$ cat src/slfc_pkg.sv
package slfc_pkg;
	// Register indices; the byte address on the bus is four times the index
	localparam logic [7:0] ADDR_CTRL_A     = 8'hE4;
	localparam logic [7:0] ADDR_CTRL_B     = 8'hE5;
	localparam logic [7:0] ADDR_FRAME_RATE = 8'hE6;
	localparam logic [7:0] ADDR_CONTRAST   = 8'hE7;
	localparam logic [7:0] ADDR_SEG_BASE   = 8'hEC;
	localparam int         SEG_WORDS       = 20;
	localparam int BIT_DRIVE_ENABLE  = 7;
	localparam int BIT_LOW_POWER     = 6;
	localparam int BIT_FRAME_FLAG    = 4;
	localparam int BIT_IRQ_ENABLE    = 3;
	localparam int BIT_BUF_OFF       = 2;
	localparam int BIT_SUPPLY_OFF    = 1;
	localparam int BIT_BLANK         = 0;
	localparam int BIT_CLOCK_SEL     = 7;
	localparam int BIT_HALF_BIAS     = 6;
	localparam int POS_COMMON_COUNT  = 4;
	localparam logic [7:0] CTRL_A_WMASK  = 8'hCF;
	localparam logic [7:0] CTRL_B_WMASK  = 8'hF7;
	localparam logic [7:0] FRAME_WMASK   = 8'h77;
	localparam logic [7:0] RESET_VALUE   = 8'h00;
	localparam logic [1:0] RESP_OKAY     = 2'h0;
	localparam logic [1:0] RESP_SLVERR   = 2'h2;
	localparam int         FRAME_CYCLES  = 256;
endpackage

$ cat src/slfc_seg_mem.sv
`timescale 1ns/100ps
module slfc_seg_mem #(
	parameter int WORDS = 20,
	parameter int AW    = 5
) (
	input  wire logic          i_clk_sys,
	input  wire logic          i_we,
	input  wire logic [AW-1:0] i_waddr,
	input  wire logic [7:0]    i_wdata,
	input  wire logic [AW-1:0] i_raddr,
	output logic      [7:0]    o_rdata
);
	logic [7:0] mem [WORDS];
	always_ff @(posedge i_clk_sys) begin
		if (i_we)
			mem[i_waddr] <= i_wdata;
		o_rdata <= mem[i_raddr];
	end
endmodule

$ cat src/slfc_frame_timer.sv
`timescale 1ns/100ps
// ----------------------------------------
// Frame strobe generator
// ----------------------------------------
// One pulse per frame while running; the count restarts when disabled.
module slfc_frame_timer #(
	parameter int FRAME_CYCLES = 256
) (
	input  wire logic i_clk_sys,
	input  wire logic i_resetn,
	input  wire logic i_run,
	output logic      o_frame_start
);
	logic [15:0] cnt_q;
	wire         at_end = (cnt_q == 16'(FRAME_CYCLES - 1));
	always_ff @(posedge i_clk_sys or negedge i_resetn) begin
		if (!i_resetn) begin
			cnt_q         <= 16'h0000;
			o_frame_start <= 1'b0;
		end else begin
			cnt_q         <= (!i_run || at_end) ? 16'h0000 : cnt_q + 16'h0001;
			o_frame_start <= i_run && at_end;
		end
	end
endmodule

$ cat src/slfc_top.sv
// The implementer's own choice: the AXI4-Lite register port.
`timescale 1ns/100ps
module slfc_top
	import slfc_pkg::*;
#(
	parameter int FRAME_CYCLES_P = slfc_pkg::FRAME_CYCLES
) (
	input  wire logic        i_clk_sys,
	input  wire logic        i_resetn,
	input  wire logic [9:0]  i_awaddr,
	input  wire logic        i_awvalid,
	output logic             o_awready,
	input  wire logic [31:0] i_wdata,
	input  wire logic [3:0]  i_wstrb,
	input  wire logic        i_wvalid,
	output logic             o_wready,
	output logic [1:0]       o_bresp,
	output logic             o_bvalid,
	input  wire logic        i_bready,
	input  wire logic [9:0]  i_araddr,
	input  wire logic        i_arvalid,
	output logic             o_arready,
	output logic [31:0]      o_rdata,
	output logic [1:0]       o_rresp,
	output logic             o_rvalid,
	input  wire logic        i_rready,
	input  wire logic        i_global_irq_en,
	input  wire logic        i_irq_vector_taken,
	output logic             o_frame_irq,
	output logic             o_pins_lcd_mode,
	output logic             o_blank_active,
	output logic             o_low_power_wave,
	output logic             o_level_buffer_off,
	output logic             o_internal_supply_off,
	output logic             o_drive_clock_sel,
	output logic             o_half_bias_sel,
	output logic [3:0]       o_common_en,
	output logic [2:0]       o_segment_pin_mask,
	output logic [7:0]       o_contrast,
	output logic [7:0]       o_seg_data,
	output logic [4:0]       o_seg_index
);
	import slfc_pkg::*;

	// ----------------------------------------
	// Registers
	// ----------------------------------------
	logic [7:0] ctrl_a_q, ctrl_b_q, frame_rate_q, contrast_q;
	logic       blank_lat_q, low_power_lat_q, odd_frame_q;
	logic [7:0] contrast_lat_q;
	logic [4:0] scan_q;
	logic [4:0] scan_d1_q;
	logic       aw_held_q, w_held_q;
	logic [9:0] awaddr_q;
	logic [31:0] wdata_q;
	logic [3:0] wstrb_q;
	logic       rd_pend_q;
	logic [9:0] araddr_q;
	logic [7:0] seg_rdata;

	// ----------------------------------------
	// Write channel
	// ----------------------------------------
	wire aw_fire = i_awvalid && o_awready;
	wire w_fire  = i_wvalid && o_wready;
	wire do_wr   = aw_held_q && w_held_q && !o_bvalid;
	wire [7:0] wbyte   = wdata_q[7:0];
	wire       wlane   = wstrb_q[0];
	wire [7:0] widx    = awaddr_q[9:2];
	wire       walign  = (awaddr_q[1:0] == 2'h0);
	wire       wr_a    = do_wr && wlane && walign && (widx == ADDR_CTRL_A);
	wire       wr_b    = do_wr && wlane && walign && (widx == ADDR_CTRL_B);
	wire       wr_fr   = do_wr && wlane && walign && (widx == ADDR_FRAME_RATE);
	wire       wr_cc   = do_wr && wlane && walign && (widx == ADDR_CONTRAST);
	wire [7:0] seg_off = widx - ADDR_SEG_BASE;
	// Nine bits: the last segment index sits at the top of the 8-bit index range
	wire       in_seg  = walign && (widx >= ADDR_SEG_BASE) &&
	                     ({1'b0, widx} < 9'(ADDR_SEG_BASE) + 9'(SEG_WORDS));
	wire       wr_seg  = do_wr && wlane && in_seg;
	wire       wr_hit  = (walign && ((widx == ADDR_CTRL_A) || (widx == ADDR_CTRL_B) ||
	                     (widx == ADDR_FRAME_RATE) || (widx == ADDR_CONTRAST))) ||
	                     in_seg;

	always_ff @(posedge i_clk_sys or negedge i_resetn) begin
		if (!i_resetn) begin
			aw_held_q <= 1'b0;
			w_held_q  <= 1'b0;
			awaddr_q  <= 10'h000;
			wdata_q   <= 32'h0000_0000;
			wstrb_q   <= 4'h0;
			o_awready <= 1'b1;
			o_wready  <= 1'b1;
			o_bvalid  <= 1'b0;
			o_bresp   <= RESP_OKAY;
		end else begin
			if (aw_fire) begin
				aw_held_q <= 1'b1;
				awaddr_q  <= i_awaddr;
				o_awready <= 1'b0;
			end
			if (w_fire) begin
				w_held_q <= 1'b1;
				wdata_q  <= i_wdata;
				wstrb_q  <= i_wstrb;
				o_wready <= 1'b0;
			end
			if (do_wr) begin
				o_bvalid <= 1'b1;
				o_bresp  <= wr_hit ? RESP_OKAY : RESP_SLVERR;
			end
			if (o_bvalid && i_bready) begin
				o_bvalid  <= 1'b0;
				aw_held_q <= 1'b0;
				w_held_q  <= 1'b0;
				o_awready <= 1'b1;
				o_wready  <= 1'b1;
			end
		end
	end

	// ----------------------------------------
	// Frame timing and capture
	// ----------------------------------------
	wire enabled = ctrl_a_q[BIT_DRIVE_ENABLE];
	logic frame_tick;
	slfc_frame_timer #(
		.FRAME_CYCLES (FRAME_CYCLES_P)
	) slfc_frame_timer_inst (
		.i_clk_sys     (i_clk_sys),
		.i_resetn      (i_resetn),
		.i_run         (enabled),
		.o_frame_start (frame_tick)
	);
	// Low power waveform needs two equal frames, so capture skips odd ones
	wire frame_capture = frame_tick && (!low_power_lat_q || !odd_frame_q);

	// Hardware set wins over any clear in the same cycle
	wire flag_clr  = (wr_a && wbyte[BIT_FRAME_FLAG]) || i_irq_vector_taken;
	wire flag_next = frame_capture ? 1'b1 :
	                 (flag_clr ? 1'b0 : ctrl_a_q[BIT_FRAME_FLAG]);
	wire [7:0] a_sw = wr_a ? (wbyte & CTRL_A_WMASK) : (ctrl_a_q & CTRL_A_WMASK);

	always_ff @(posedge i_clk_sys or negedge i_resetn) begin
		if (!i_resetn) begin
			ctrl_a_q     <= RESET_VALUE;
			ctrl_b_q     <= RESET_VALUE;
			frame_rate_q <= RESET_VALUE;
			contrast_q   <= RESET_VALUE;
		end else begin
			ctrl_a_q <= a_sw | (8'(flag_next) << BIT_FRAME_FLAG);
			if (wr_b)
				ctrl_b_q <= wbyte & CTRL_B_WMASK;
			if (wr_fr)
				frame_rate_q <= wbyte & FRAME_WMASK;
			if (wr_cc)
				contrast_q <= wbyte;
		end
	end

	always_ff @(posedge i_clk_sys or negedge i_resetn) begin
		if (!i_resetn) begin
			blank_lat_q     <= 1'b0;
			low_power_lat_q <= 1'b0;
			contrast_lat_q  <= 8'h00;
			odd_frame_q     <= 1'b0;
		end else if (!enabled) begin
			odd_frame_q <= 1'b0;
		end else begin
			if (frame_tick)
				odd_frame_q <= !odd_frame_q;
			if (frame_capture) begin
				blank_lat_q     <= ctrl_a_q[BIT_BLANK];
				low_power_lat_q <= ctrl_a_q[BIT_LOW_POWER];
				contrast_lat_q  <= contrast_q;
			end
		end
	end

	// ----------------------------------------
	// Segment memory and scan
	// ----------------------------------------
	// The scan reads the live memory word by word; a write shows in the stream at once,
	// as no image is latched at frame start and there is no second copy of the array.
	wire [7:0] ridx       = araddr_q[9:2];
	wire       ralign     = (araddr_q[1:0] == 2'h0);
	wire [7:0] rd_off     = ridx - ADDR_SEG_BASE;
	wire [4:0] rd_idx     = rd_off[4:0];
	wire       rd_seg_sel = rd_pend_q && ralign && (ridx >= ADDR_SEG_BASE) &&
	                        ({1'b0, ridx} < 9'(ADDR_SEG_BASE) + 9'(SEG_WORDS));

	slfc_seg_mem #(
		.WORDS (SEG_WORDS),
		.AW    (5)
	) slfc_seg_mem_inst (
		.i_clk_sys (i_clk_sys),
		.i_we      (wr_seg),
		.i_waddr   (seg_off[4:0]),
		.i_wdata   (wbyte),
		.i_raddr   (rd_seg_sel ? rd_idx : scan_q),
		.o_rdata   (seg_rdata)
	);

	always_ff @(posedge i_clk_sys or negedge i_resetn) begin
		if (!i_resetn) begin
			scan_q      <= 5'h00;
			scan_d1_q   <= 5'h00;
			o_seg_data  <= 8'h00;
			o_seg_index <= 5'h00;
		end else begin
			scan_q      <= (frame_capture || scan_q == 5'(SEG_WORDS - 1)) ? 5'h00 : scan_q + 5'h01;
			// Index waits out the memory's registered read so it pairs with its word
			scan_d1_q   <= scan_q;
			o_seg_index <= scan_d1_q;
			// Blanking zeroes the output stream only; memory is untouched
			o_seg_data  <= blank_lat_q ? 8'h00 : seg_rdata;
		end
	end

	// ----------------------------------------
	// Read channel
	// ----------------------------------------
	logic      rd_wait_q;
	wire [7:0] rd_reg = !ralign                   ? 8'h00 :
	                    (ridx == ADDR_CTRL_A)     ? ctrl_a_q :
	                    (ridx == ADDR_CTRL_B)     ? ctrl_b_q :
	                    (ridx == ADDR_FRAME_RATE) ? frame_rate_q :
	                    (ridx == ADDR_CONTRAST)   ? contrast_q : 8'h00;
	wire       rd_hit = rd_seg_sel || (ralign && ((ridx == ADDR_CTRL_A) ||
	                    (ridx == ADDR_CTRL_B) || (ridx == ADDR_FRAME_RATE) ||
	                    (ridx == ADDR_CONTRAST)));

	always_ff @(posedge i_clk_sys or negedge i_resetn) begin
		if (!i_resetn) begin
			rd_pend_q <= 1'b0;
			rd_wait_q <= 1'b0;
			araddr_q  <= 10'h000;
			o_arready <= 1'b1;
			o_rvalid  <= 1'b0;
			o_rdata   <= 32'h0000_0000;
			o_rresp   <= RESP_OKAY;
		end else begin
			if (i_arvalid && o_arready) begin
				araddr_q  <= i_araddr;
				rd_pend_q <= 1'b1;
				o_arready <= 1'b0;
			end
			// One wait state lets the memory's registered read settle
			if (rd_pend_q && !o_rvalid) begin
				rd_wait_q <= 1'b1;
				if (rd_wait_q) begin
					o_rvalid  <= 1'b1;
					o_rdata   <= {24'h000000, rd_seg_sel ? seg_rdata : rd_reg};
					o_rresp   <= rd_hit ? RESP_OKAY : RESP_SLVERR;
				end
			end
			if (o_rvalid && i_rready) begin
				o_rvalid  <= 1'b0;
				rd_pend_q <= 1'b0;
				rd_wait_q <= 1'b0;
				o_arready <= 1'b1;
			end
		end
	end

	// ----------------------------------------
	// Pin-facing outputs
	// ----------------------------------------
	wire [3:0] com_dec = (ctrl_b_q[5:4] == 2'h0) ? 4'h1 :
	                     (ctrl_b_q[5:4] == 2'h1) ? 4'h3 :
	                     (ctrl_b_q[5:4] == 2'h2) ? 4'h7 : 4'hF;

	always_ff @(posedge i_clk_sys or negedge i_resetn) begin
		if (!i_resetn) begin
			o_frame_irq           <= 1'b0;
			o_pins_lcd_mode       <= 1'b0;
			o_blank_active        <= 1'b0;
			o_low_power_wave      <= 1'b0;
			o_level_buffer_off    <= 1'b0;
			o_internal_supply_off <= 1'b0;
			o_drive_clock_sel     <= 1'b0;
			o_half_bias_sel       <= 1'b0;
			o_common_en           <= 4'h0;
			o_segment_pin_mask    <= 3'h0;
			o_contrast            <= 8'h00;
		end else begin
			o_frame_irq <= ctrl_a_q[BIT_FRAME_FLAG] && ctrl_a_q[BIT_IRQ_ENABLE] &&
			               i_global_irq_en;
			o_pins_lcd_mode       <= enabled;
			o_blank_active        <= blank_lat_q;
			o_low_power_wave      <= low_power_lat_q;
			o_level_buffer_off    <= ctrl_a_q[BIT_BUF_OFF];
			o_internal_supply_off <= ctrl_a_q[BIT_SUPPLY_OFF];
			o_drive_clock_sel     <= ctrl_b_q[BIT_CLOCK_SEL];
			o_half_bias_sel       <= ctrl_b_q[BIT_HALF_BIAS];
			o_common_en           <= enabled ? com_dec : 4'h0;
			o_segment_pin_mask    <= ctrl_b_q[2:0];
			o_contrast            <= contrast_lat_q;
		end
	end

	// ----------------------------------------
	// Assertions
	// ----------------------------------------
	a_flag_on_frame: assert property (@(posedge i_clk_sys) disable iff (!i_resetn)
		frame_capture |=> ctrl_a_q[BIT_FRAME_FLAG])
		else $error("frame flag not set at capture");
	a_reserved_zero: assert property (@(posedge i_clk_sys) disable iff (!i_resetn)
		ctrl_a_q[5] == 1'b0)
		else $error("reserved bit not zero");
	a_irq_follows: assert property (@(posedge i_clk_sys) disable iff (!i_resetn)
		(ctrl_a_q[BIT_FRAME_FLAG] && ctrl_a_q[BIT_IRQ_ENABLE] && i_global_irq_en)
		|=> o_frame_irq)
		else $error("interrupt not raised");
	a_clear_by_one: assert property (@(posedge i_clk_sys) disable iff (!i_resetn)
		(wr_a && wbyte[BIT_FRAME_FLAG] && !frame_capture) |=> !ctrl_a_q[BIT_FRAME_FLAG])
		else $error("flag not cleared by write one");
	a_off_at_once: assert property (@(posedge i_clk_sys) disable iff (!i_resetn)
		!enabled |=> !o_pins_lcd_mode)
		else $error("pins not released");
	a_low_power_skip: assert property (@(posedge i_clk_sys) disable iff (!i_resetn)
		(frame_capture && low_power_lat_q) |=> !frame_capture [*2])
		else $error("capture too often in low power");
	a_blank_latched: assert property (@(posedge i_clk_sys) disable iff (!i_resetn)
		(wr_a && !frame_capture) |=> $stable(blank_lat_q))
		else $error("blank taken outside frame start");
	a_seg_blanked: assert property (@(posedge i_clk_sys) disable iff (!i_resetn)
		blank_lat_q |=> o_seg_data == 8'h00)
		else $error("segment data not blanked");
	c_frame: cover property (@(posedge i_clk_sys) disable iff (!i_resetn) frame_capture);
	c_irq: cover property (@(posedge i_clk_sys) disable iff (!i_resetn) o_frame_irq);
	c_blank: cover property (@(posedge i_clk_sys) disable iff (!i_resetn) blank_lat_q);
endmodule

$ cat config.mk
export PLATFORM = sky130hd
export DESIGN_NAME = slfc_top
export DESIGN_NICKNAME = d
export VERILOG_FILES = /design/src/slfc_pkg.sv /design/src/slfc_seg_mem.sv /design/src/slfc_frame_timer.sv /design/src/slfc_top.sv
export SDC_FILE = /design/constraint.sdc
export NUM_CORES = 1
export LEC_CHECK = 0
export ABC_AREA = 1
export ABC_CLOCK_PERIOD_IN_PS = 2250
export BUFFER_PORTS_ARGS = -buffer_cell sky130_fd_sc_hd__buf_2
export CORE_MARGIN = 2
export CORE_UTILIZATION = 40
export CTS_CLUSTER_SIZE = 16
export DETAILED_ROUTE_END_ITERATION = 8
export GPL_TIMING_DRIVEN = 0
export PLACE_DENSITY_LB_ADDON = 0.08
export REMOVE_ABC_BUFFERS = 1
export SKIP_CTS_REPAIR_TIMING = 1
export SLEW_MARGIN = 30
export SYNTH_ARGS = -nofsm -noshare
export SYNTH_HDL_FRONTEND = slang
export SYNTH_HIERARCHICAL = 1
export SYNTH_SLANG_ARGS = --single-unit
$ cat constraint.sdc
create_clock -name i_clk_sys -period 2.25 [get_ports i_clk_sys]
set_input_delay 0.3375 -clock i_clk_sys [delete_from_list [all_inputs] [get_ports i_clk_sys]]
set_output_delay 0.3375 -clock i_clk_sys [all_outputs]
set_load 0.01 [all_outputs]
== After elaboration in Yosys (flattened, before gate mapping) ==
Memories as Yosys holds them, arrays and structs flattened. A register that Yosys moved wholly into a read port is not among the register bits.
Index checks and enable logic that the tools add are counted.

* $add $sub $neg: 4
* $mul: 0
* Div/mod/pow operators: 0
* $lt $le $gt $ge: 2
* Equality and inequality tests: 13
* Shift-type cells: 0
* Multiplexer cells: 42
* Bitwise logic cells: 1
* Reductions and logical operators: 54

{| class="wikitable"
|+ Operators by type and width
! operator !! count
|-
| 8-bit == test (second input constant) || 8
|-
| 8-bit 2-to-1 mux || 8
|-
| 1-bit logical AND || 25
|-
| 1-bit 2-to-1 mux || 25
|-
| 16-bit by 1-bit adder with 16-bit output (second input constant) || 1
|-
| 16-bit by 8-bit == test with 1-bit output (second input constant) || 1
|-
| 8-bit >= comparator (second input constant) || 2
|-
| 16-bit 2-to-1 mux || 1
|-
| 4-bit 2-to-1 mux || 4
|-
| 1-bit logical OR || 12
|-
| 2-bit nonzero test || 6
|-
| 5-bit 2-to-1 mux || 2
|-
| 5-bit by 4-bit subtractor with 5-bit output (second input constant) || 2
|-
| 8-bit by 5-bit bitwise OR with 8-bit output || 1
|-
| 2-bit logical NOT || 3
|-
| 2-bit AND reduction || 3
|-
| 5-bit by 1-bit adder with 5-bit output (second input constant) || 1
|-
| 5-bit == test (second input constant) || 1
|-
| 1-bit logical NOT || 5
|-
| 2-bit 2-to-1 mux || 2
|-
| 2-bit by 1-bit == test with 1-bit output (second input constant) || 1
|-
| 2-bit == test (second input constant) || 1
|-
| 2-bit by 1-bit inequality test with 1-bit output (second input constant) || 1
|}

* Register bits: 153
* Latch bits: 0
* RAM bits: 160
* ROM bits: 0
* Bits of input ports: 65
* Word-level logic and storage cells: 158
* Memories kept: 1

{| class="wikitable"
|+ Memory list
! name !! depth !! width !! read ports !! clocked after memory_dff !! write ports !! line !! source
|-
| slfc_seg_mem_inst.mem || 20 || 8 || 1 || 1 || 1 || slfc_seg_mem.sv:13 || <nowiki>logic [7:0] mem [WORDS];</nowiki>
|}

== Depth between registers and ports, before layout ==
Gate-level depths: netlist of run 1.

* Word-level depth: 10
* Gate-level depth with buffers: 18
* Gate-level depth less buffers: 15

== Modules after synthesis ==
The synthesis of run 1 kept the hierarchy.

{| class="wikitable"
|+ Modules (own cells, without submodules)
! module !! times used !! cells each !! area an instance (µm²)
|-
| slfc_seg_mem || 1 || 565 || 6734.0
|-
| slfc_top || 1 || 579 || 5441.5
|-
| slfc_frame_timer || 1 || 119 || 919.6
|}

== Worst setup path after synthesis of run 1 ==
Ideal clock, no wire load.

* Kind: register -> register
* Start point: reg araddr_q[4]
* End point: reg slfc_seg_mem_inst.o_rdata[5], read port of slfc_seg_mem_inst.mem
* Library setup time: 0.113 ns
* Arrival: 1.980 ns
* Data required time: 2.137 ns
* Setup slack: 0.157 ns
* Cell stages (with the launch flop): 15
* Clock period less this slack: 2.093 ns
* Cell sequence: dfrtp_1 -> ha_1 -> inv_1 -> nand2_1 -> nand4_2 -> buf_2 -> o21ai_0 -> clkbuf_1 -> nand3_1 -> nand3_1 -> nand2_1 -> nand2_1 -> nand2_1 -> nand2_1 -> nand2_1

* Word-level cells in the longest chain between the ends: 3
* Elaborated cells between the ends (all ways): 4

{| class="wikitable"
|+ Ends and longest elaborated chain
! what !! line !! source
|-
| from (decl) || slfc_top.sv:58 || <nowiki>logic [9:0] araddr_q;</nowiki>
|-
| from (signal assigned) || slfc_top.sv:243 || <nowiki>araddr_q <= i_araddr;</nowiki>
|-
| 8-bit >= comparator || slfc_top.sv:188 || <nowiki>wire rd_seg_sel = rd_pend_q && ralign && (ridx >= ADDR_SEG_BASE) &&</nowiki>
|-
| 1-bit logical AND || slfc_top.sv:188 ||
|-
| 5-bit 2-to-1 mux * || slfc_top.sv:199 || <nowiki>.i_raddr (rd_seg_sel ? rd_idx : scan_q),</nowiki>
|-
| to (decl) || slfc_seg_mem.sv:11 || <nowiki>output logic [7:0] o_rdata</nowiki>
|}

Every way passes the cells marked *; elsewhere a longest branch is shown, timed or not.
A chain may end at the register's enable or synchronous reset.

== Final worst setup path of run 1 ==
* Start point: reg araddr_q[4]
* End point: reg slfc_seg_mem_inst.o_rdata[7], read port of slfc_seg_mem_inst.mem

Same word-level chain as after synthesis.

==> results of run 1 <==
[worst max-delay path, stage by stage, from the launching register on]
cell and delay (ns):
dfrtp_2 0.41, ha_4 0.15, inv_2 0.04, nand2_4 0.09, nand4_4 0.14, o21ai_4 0.22, buf_12 0.17, buf_16 0.21
inv_16 0.11, nand2_1 0.08, nand3_1 0.08, nand3_1 0.11, nand2_1 0.08, nand2_1 0.07, nand2_1 0.06, nand2_1 0.07
nand2_1 0.07
[per-stage QoR]
step / hold slack (ns) / power [uW] / setup TNS, ns
2_1_floorplan: 0.04191 / 8697 / -36.96
3_3_place_gp: 0.3348 / 9709 / -336.79
3_5_place_dp: 0.3372 / 9769 / -57.98
4_1_cts: -0.1993 / 15380 / -64.32
5_1_grt: 0.008477 / 16430 / -11.24
6_report: -0.01379 / 15650 / -0.2432
[cell usage after synthesis, drive strengths merged]
cell,count,area share (%)
nand4,8,0.43
nand3,146,5.7
ha,6,0.57
dfstp,3,0.60
xnor2,4,0.27
dfxtp,8,1.2
buf,62,3.6
a31oi,1,0.048
a21oi,20,0.82
inv,91,2.6
clkbuf,10,0.30
nand2,346,10
o21ai,90,3.4
or2,10,0.50
mux2,2,0.17
clkinv,1,0.029
o22ai,8,0.38
a21boi,1,0.057
nor3,3,0.24
dfrtp,146,28
edfxtp,160,37
xor2,6,0.40
nor2,130,3.9
conb,1,0.029
[where the power goes]
group	switching (uW)	internal [uW]
Combinational	1460	755
Sequential	878	6980
Clock	2310	3270
[area by class of cell]
cell class / count / area [um2]
clock buffers: 54 / 1020
clock inverters: 12 / 97.59
fillers: 3015 / 16030
inverters: 92 / 387.9
multi-input cells: 808 / 4086
flip-flops and latches: 317 / 8705
well taps: 442 / 553.0
repair buffers: 146 / 1390
repair inverters: 6 / 100.1
[metal layers]
layer	vias up	global-route usage, %	wire length (um)
met2	246	29.36	15510
met5	-	0	11
met4	2	4.381	536
li1	4419	-	-
met1	4489	27.90	15960
met3	36	3.578	1818
[path summary, 6_finish.rpt]
kind | end | slack, ns
max reg2reg | slfc_seg_mem_inst/o_rdata[7] | -0.06
max | slfc_seg_mem_inst/o_rdata[7] | -0.06
min reg2reg | o_seg_index[3] | 0.35
max in group asynchronous | o_arready | 1.08
min | o_wready | -0.01
min in group asynchronous | slfc_frame_timer_inst/cnt_q[14] | 0.37
[cells by family (layout without fill, tap and decap cells)]
group           after synthesis  in the layout  share of synthesized area, %
mux                           2              2                        0.1720
other cells                   1             26                       0.02864
buf+inv                     164            310                         6.583
flops                       317            317                         66.42
xor+xnor                     10             10                        0.6688
fa+ha+maj                     6              6                        0.5733
simple gates                643            644                         20.81
compound gates              120            120                         4.749
[flip-flops by register name, summed over array words and instances (netlist names), 7 cells and up]
register / count
contrast_lat_q: 8
ctrl_a_q: 7
slfc_seg_mem_inst/mem: 160
awaddr_q: 10
contrast_q: 8
o_contrast: 8
slfc_seg_mem_inst/o_rdata: 8
wdata_q: 8
o_rdata: 8
slfc_frame_timer_inst/cnt_q: 16
o_seg_data: 8
ctrl_b_q: 7
araddr_q: 10
==> run metrics, run 1 <==
status=complete, but fails checks; violated checks=hold timing, setup timing; Final Core Density=50.48%; Die ar.=34200 um2; mapped cell area=13100 um2; initial core utilization=40.45%; Hold WS=-0.01379 ns; fin crit period=2.305 ns; worst-path maximum fanout=40; Post-Layout Cell Count=1877; Top-Level Pins=142; number of setup violations in the final report=8; worst-skew pair later-pin latency=0.52 ns; Place WS=-1.349 ns; Port Buf Inserts=88; # clock sinks=317; CTS Buffer Depth=3; hold path start=i_wvalid; CTS root buffer=clkbuf_16; First-pass DRT Iterations=5; Critical Path End Type=flop; first-pass GRT wire length=49360 um; Synth cell types=41; Worst Reg2Reg Path Length in Cells=16; ANT nets after route=0; Tot GR Track Use=19.02%; total routed wirelength=33840 um; share of post-route cells with drive strength above 1=22.09%; Rel. slew slack=33.89%; clk_skew=0.02827 ns; Seq/Total Area, Yosys=66.42%; Max VDD drop=506.9 uV; number of synthesized register bits=317; Setup WS post-layout=-0.05545 ns; Area Overhead vs Synth=24.78%; largest net degree at the start of global routing=81; max cap viols=0; Max Transition Viols Final=0; clock-pin slew on the worst setup and hold paths=0.06 ns; worst-margin pin slew=0.9916 ns; Die Ht=184.9 um; initial antenna violation count=1; Hold Vio Cnt, Final=1; placed cell count=1753; Area after DPL=13920 um2; Core Area=32370 um2; most frequent cells in the layout=328 x nand2_1, 160 x edfxtp_1, 140 x dfrtp_1; via/cell ratio=4.897; Max H-tree Level=2; Worst Setup SP=araddr_q[4]; Num CTS Buffers=36; RSZ-0062 raised after global routing=true; required time worst endpoint=2.65 ns; mean post-synth cell area=10.37 um2; hold depth=2; gp weighted congestion=0.7674; Nets=1478; Die Wd=184.9 um; Mapped Cells=1263; post-route DRC violation count=0; design area=16340 um2; TritonCTS clock tree=built; P_leak=0.006996 uW; most common library cell in the layout ignoring fill and taps=nand2_1; Critical Path AT=2.71 ns; Highest Clock Rate=433.8 MHz; number of diodes=0; Cell Rows=66; Power Density=957.6 nW/um2; Synth warnings=6; worst hold path class=input port to flop; Final period util=102.5%; worst reg2reg startpoint=araddr_q[4]; vias in the first global route=8406; initial detailed-routing violation count=743; via count=9192; gr ovfl total=0; Crit Path Class=flop to flop; post-DR wirelength/cell=18.03 um; hpwl dp=19670 um; CP startpoint kind=flop
(Power assumes the default switching activity.)
==> run 2, diff against run 1 <==
--- a/config.mk
+++ b/config.mk
@@ -19,5 +19,4 @@
 export SLEW_MARGIN = 30
 export SYNTH_ARGS = -nofsm -noshare
 export SYNTH_HDL_FRONTEND = slang
-export SYNTH_HIERARCHICAL = 1
 export SYNTH_SLANG_ARGS = --single-unit
==> run 2 against run 1 <==
Effect of this change:
- the flow still finishes with violations (hold timing, setup timing)
- final cell count is 3.8% higher
- clock power rose by 3.6%
- critical path depth is 2 lower
- combinational power fell by 12%
- worst setup slack better by 0.027 ns
- largest cell class unchanged
- highest routed layer is now met4
==> run metrics, run 2 <==
most frequent cells in the layout=243 x nand2_1, 211 x inv_1, 160 x edfxtp_1 (was 328 x nand2_1, 160 x edfxtp_1, 140 x dfrtp_1); Synth cell types=44 (was 41); ANT nets after route=0 (unchanged); Critical Path Max Stage Delay=0.45 ns (was 0.41 ns); clk_skew=0.01801 ns (was 0.02827 ns); Final Core Density=51.90% (was 50.48%); area share of fa/ha/maj cells after synthesis=0.5656% (was 0.5733%); Worst Reg2Reg Path Length in Cells=14 (was 16); Largest Register=slfc_seg_mem_inst.mem (was slfc_seg_mem_inst/mem); hold depth=2 (unchanged); Critical path buffers and inverters=2 (was 4); Cell Rows=66 (unchanged); TNS Setup=-0.1663 ns (was -0.2432 ns); Hold WS=-0.01004 ns (was -0.01379 ns); initial detailed-routing violation count=663 (was 743); violated checks=hold timing, setup timing (unchanged); fin crit period=2.278 ns (was 2.305 ns); Yosys top cell area share=36.20% (was 36.69%); worst-skew pair later-pin latency=0.52 ns (about the same); status=complete, but fails checks (unchanged); initial core utilization=40.69% (was 40.45%); worst-margin pin slew=0.8917 ns (was 0.9916 ns); Worst Setup SP=araddr_q[4] (unchanged); Post-Synth Simple-Gate Area=17.77% (was 20.81%); Nets=1550 (was 1478); Port Buf Inserts=88 (unchanged); worst-path maximum fanout=8 (was 40); number of flip-flops in the largest register=160 (unchanged); Mapped Cells=1310 (was 1263); routed wl met2=16850 um (was 15510 um); via/cell ratio=4.840 (was 4.897); crit-path cells=ha_4 -> or2_4 -> nand3_4 -> buf_12 -> nand2_8 -> buf_12 -> nand2_8 -> nand2_2 -> nand3_2 -> nand3_2 -> nand3_2 -> nand2_2 -> nand2_1 -> nand2_1 (was ha_4 -> inv_2 -> nand2_4 -> nand4_4 -> o21ai_4 -> buf_12 -> buf_16 -> inv_16 -> nand2_1 -> nand3_1 -> nand3_1 -> nand2_1 -> nand2_1 -> nand2_1 -> nand2_1 -> nand2_1); TritonCTS clock tree=built (unchanged); Critical Path AT=2.68 ns (was 2.71 ns); Max Transition Viols Final=0 (unchanged); Setup WS post-layout=-0.02824 ns (was -0.05545 ns); via count=9434 (was 9192); max layer used=met4 (was met5); most common library cell in the layout ignoring fill and taps=nand2_1 (unchanged); Die Wd=186.2 um (was 184.9 um); Tot GR Track Use=18.57% (was 19.02%); mapped cell area=13270 um2 (was 13100 um2); most frequent CP cell=nand3_2 (was nand2_1); post-DR wirelength/cell=18.28 um (was 18.03 um); CP startpoint kind=flop (unchanged); main combinational cell family by area after synthesis=simple AND/OR/NAND/NOR gates (unchanged); initial antenna violation count=0 (was 1); hpwl dp=20110 um (was 19670 um); Top-Level Pins=142 (unchanged); Die ar.=34660 um2 (was 34200 um2); largest registers=slfc_seg_mem_inst.mem: 160 flops, slfc_frame_timer_inst.cnt_q: 16 flops (was slfc_seg_mem_inst/mem: 160 flops, slfc_frame_timer_inst/cnt_q: 16 flops); number of synthesized register bits=317 (unchanged); Top delay family on crit path=simple AND/OR/NAND/NOR gates (unchanged); largest net degree at the start of global routing=80 (was 81); P_leak=0.007481 uW (was 0.006996 uW); number of diodes=0 (unchanged); hold path start=i_wvalid (unchanged); gp weighted congestion=0.7660 (was 0.7674); Critical Path End Type=flop (unchanged); CTS root buffer=clkbuf_16 (unchanged); number of flops mapped to enable cells by yosys=160 (unchanged); Final period util=101.3% (was 102.5%); share of post-route cells with drive strength above 1=23.36% (was 22.09%); RR Endpoint=slfc_seg_mem_inst.o_rdata[4] (was slfc_seg_mem_inst/o_rdata[7]); Post-Layout Cell Count=1949 (was 1877); worst hold path class=input port to flop (unchanged); RSZ-0062 raised after global routing=true (unchanged); dominant synthesized flop cell=edfxtp_1 (unchanged); Power Density=913.9 nW/um2 (was 957.6 nW/um2); Rel. slew slack=40.55% (was 33.89%); top-count cell post-synth=nand2_1 (unchanged); Core Area=32620 um2 (was 32370 um2); Synth warnings=0 (was 6); Max VDD drop=700.0 uV (was 506.9 uV); slowest CP cell=dfrtp_2 (unchanged); gr ovfl total=0 (unchanged); worst reg2reg startpoint=araddr_q[4] (unchanged); Max H-tree Level=2 (unchanged); first-pass GRT wire length=48460 um (was 49360 um); dominant cell type by area after synthesis=edfxtp_1 (unchanged); end of the worst hold path=o_wready (unchanged); placed cell count=1801 (was 1753); Area Overhead vs Synth=27.54% (was 24.78%); max cap viols=0 (unchanged); mux share of post-synthesis cell area=0.1697% (was 0.1720%); routed wl met3=2104 um (was 1818 um); # clock sinks=317 (unchanged); required time worst endpoint=2.65 ns (about the same); flop-to-flop setup slack=-0.03 ns (was -0.06 ns); mean post-synth cell area=10.13 um2 (was 10.37 um2); total routed wirelength=35630 um (was 33840 um); Die Ht=186.2 um (was 184.9 um); met1 WL=15870 um (was 15960 um); Hold Vio Cnt, Final=1 (unchanged); number of setup violations in the final report=19 (was 8); Synth Area in XOR/XNOR=0.3959% (was 0.6688%); post-route DRC violation count=0 (unchanged); asr flop ratio synth=47.00% (unchanged); CTS Buffer Depth=3 (unchanged); synth top area cells=edfxtp_1 36%, dfrtp_1 28%, nand2_1 7.4% (was edfxtp_1 37%, dfrtp_1 28%, nand2_1 9.8%); Post-synth top cells=262 x nand2_1, 214 x inv_1, 170 x nand3_1, 160 x edfxtp_1, 146 x dfrtp_1 (was 343 x nand2_1, 160 x edfxtp_1, 146 x dfrtp_1, 144 x nand3_1, 125 x nor2_1); complex-gate fraction of the synthesized area=6.174% (was 4.749%); clock-pin slew on the worst setup and hold paths=0.06 ns (about the same); Seq/Total Area, Yosys=65.52% (was 66.42%); Highest Clock Rate=438.9 MHz (was 433.8 MHz); Crit Path Class=flop to flop (unchanged); First-pass DRT Iterations=5 (unchanged); Num CTS Buffers=36 (unchanged); vias in the first global route=8599 (was 8406)
## run 2: changes by cell type after synthesis, moves of 6 or more
| cell | change |
|---|---|
| o21ai_0 | +7 |
| o21ai_1 | -6 |
| buf_6 | -6 |
| o211ai_1 | +9 |
| nor3_1 | +6 |
| nand3_1 | +26 |
| inv_1 | +128 |
| nand2_1 | -81 |
| nor2_1 | -32 |
| or2_2 | -8 |
## run 2: stage by stage
stage,power (uW),hold slack [ns],instance area [um2],worst slack [ns]
after floorplan,8415,0.04191,12940,-0.6718
after global placement,9312,0.3318,13930,-2.744
after detailed placement,9387,0.3356,14110,-1.080
after CTS,15180,-0.1768,15270,-1.124
after global routing,16120,0.005285,16930,-0.1820
final,15470,-0.01004,16930,-0.02824
## run 2: worst register-to-register path, stage by stage, from the launching register on
cell and delay (ns):
dfrtp_2 0.45, ha_4 0.17, or2_4 0.28, nand3_4 0.18
buf_12 0.14, nand2_8 0.14, buf_12 0.20, nand2_8 0.12
nand2_2 0.07, nand3_2 0.06, nand3_2 0.06, nand3_2 0.11
nand2_2 0.07, nand2_1 0.05, nand2_1 0.07
## run 2: how the worst max path moves through the flow
| stage | end | slack, ns | cells after the start |
|---|---|---|---|
| floorplan | slfc_seg_mem_inst.o_rdata[0] | -0.67 | 8 |
| global placement | slfc_seg_mem_inst.o_rdata[3] | -2.74 | 10 |
| detailed placement | slfc_seg_mem_inst.o_rdata[4] | -1.08 | 11 |
| CTS | slfc_seg_mem_inst.o_rdata[4] | -1.12 | 11 |
| global route | slfc_seg_mem_inst.mem[14][0] | -0.18 | 6 |
| finish | slfc_seg_mem_inst.o_rdata[4] | -0.03 | 14 |
## run 2: area by class of cell
| cell class | count | area [um2] |
|---|---|---|
| Timing Repair Buffer | 162 | 1415 |
| Sequential cell | 317 | 8700 |
| Tap cell | 442 | 553.0 |
| Inverter | 217 | 820.8 |
| Clock inverter | 16 | 157.7 |
| Fill cell | 2924 | 15690 |
| Clock buffer | 50 | 1005 |
| Multi-Input combinational cell | 745 | 4279 |
## run 2: kinds of logic after synthesis
logic type      after synthesis
simple gates                549
flops                       317
buf+inv                     286
compound gates              143
fa+ha+maj                     6
xor+xnor                      6
mux                           2
other cells                   1
## run 2: power by group
part | internal (uW) | switching, uW
clock | 3470 | 2310
sequential | 6950 | 793
combinational | 653 | 1290
total | 11100 | 4400
## run 2: layer usage
| metal | up-vias | global-route usage (%) |
|---|---|---|
| met5 | - | 0 |
| met4 | 0 | 4.378 |
| met3 | 52 | 2.940 |
| met2 | 258 | 30.23 |
| met1 | 4543 | 26.28 |
| li1 | 4581 | - |
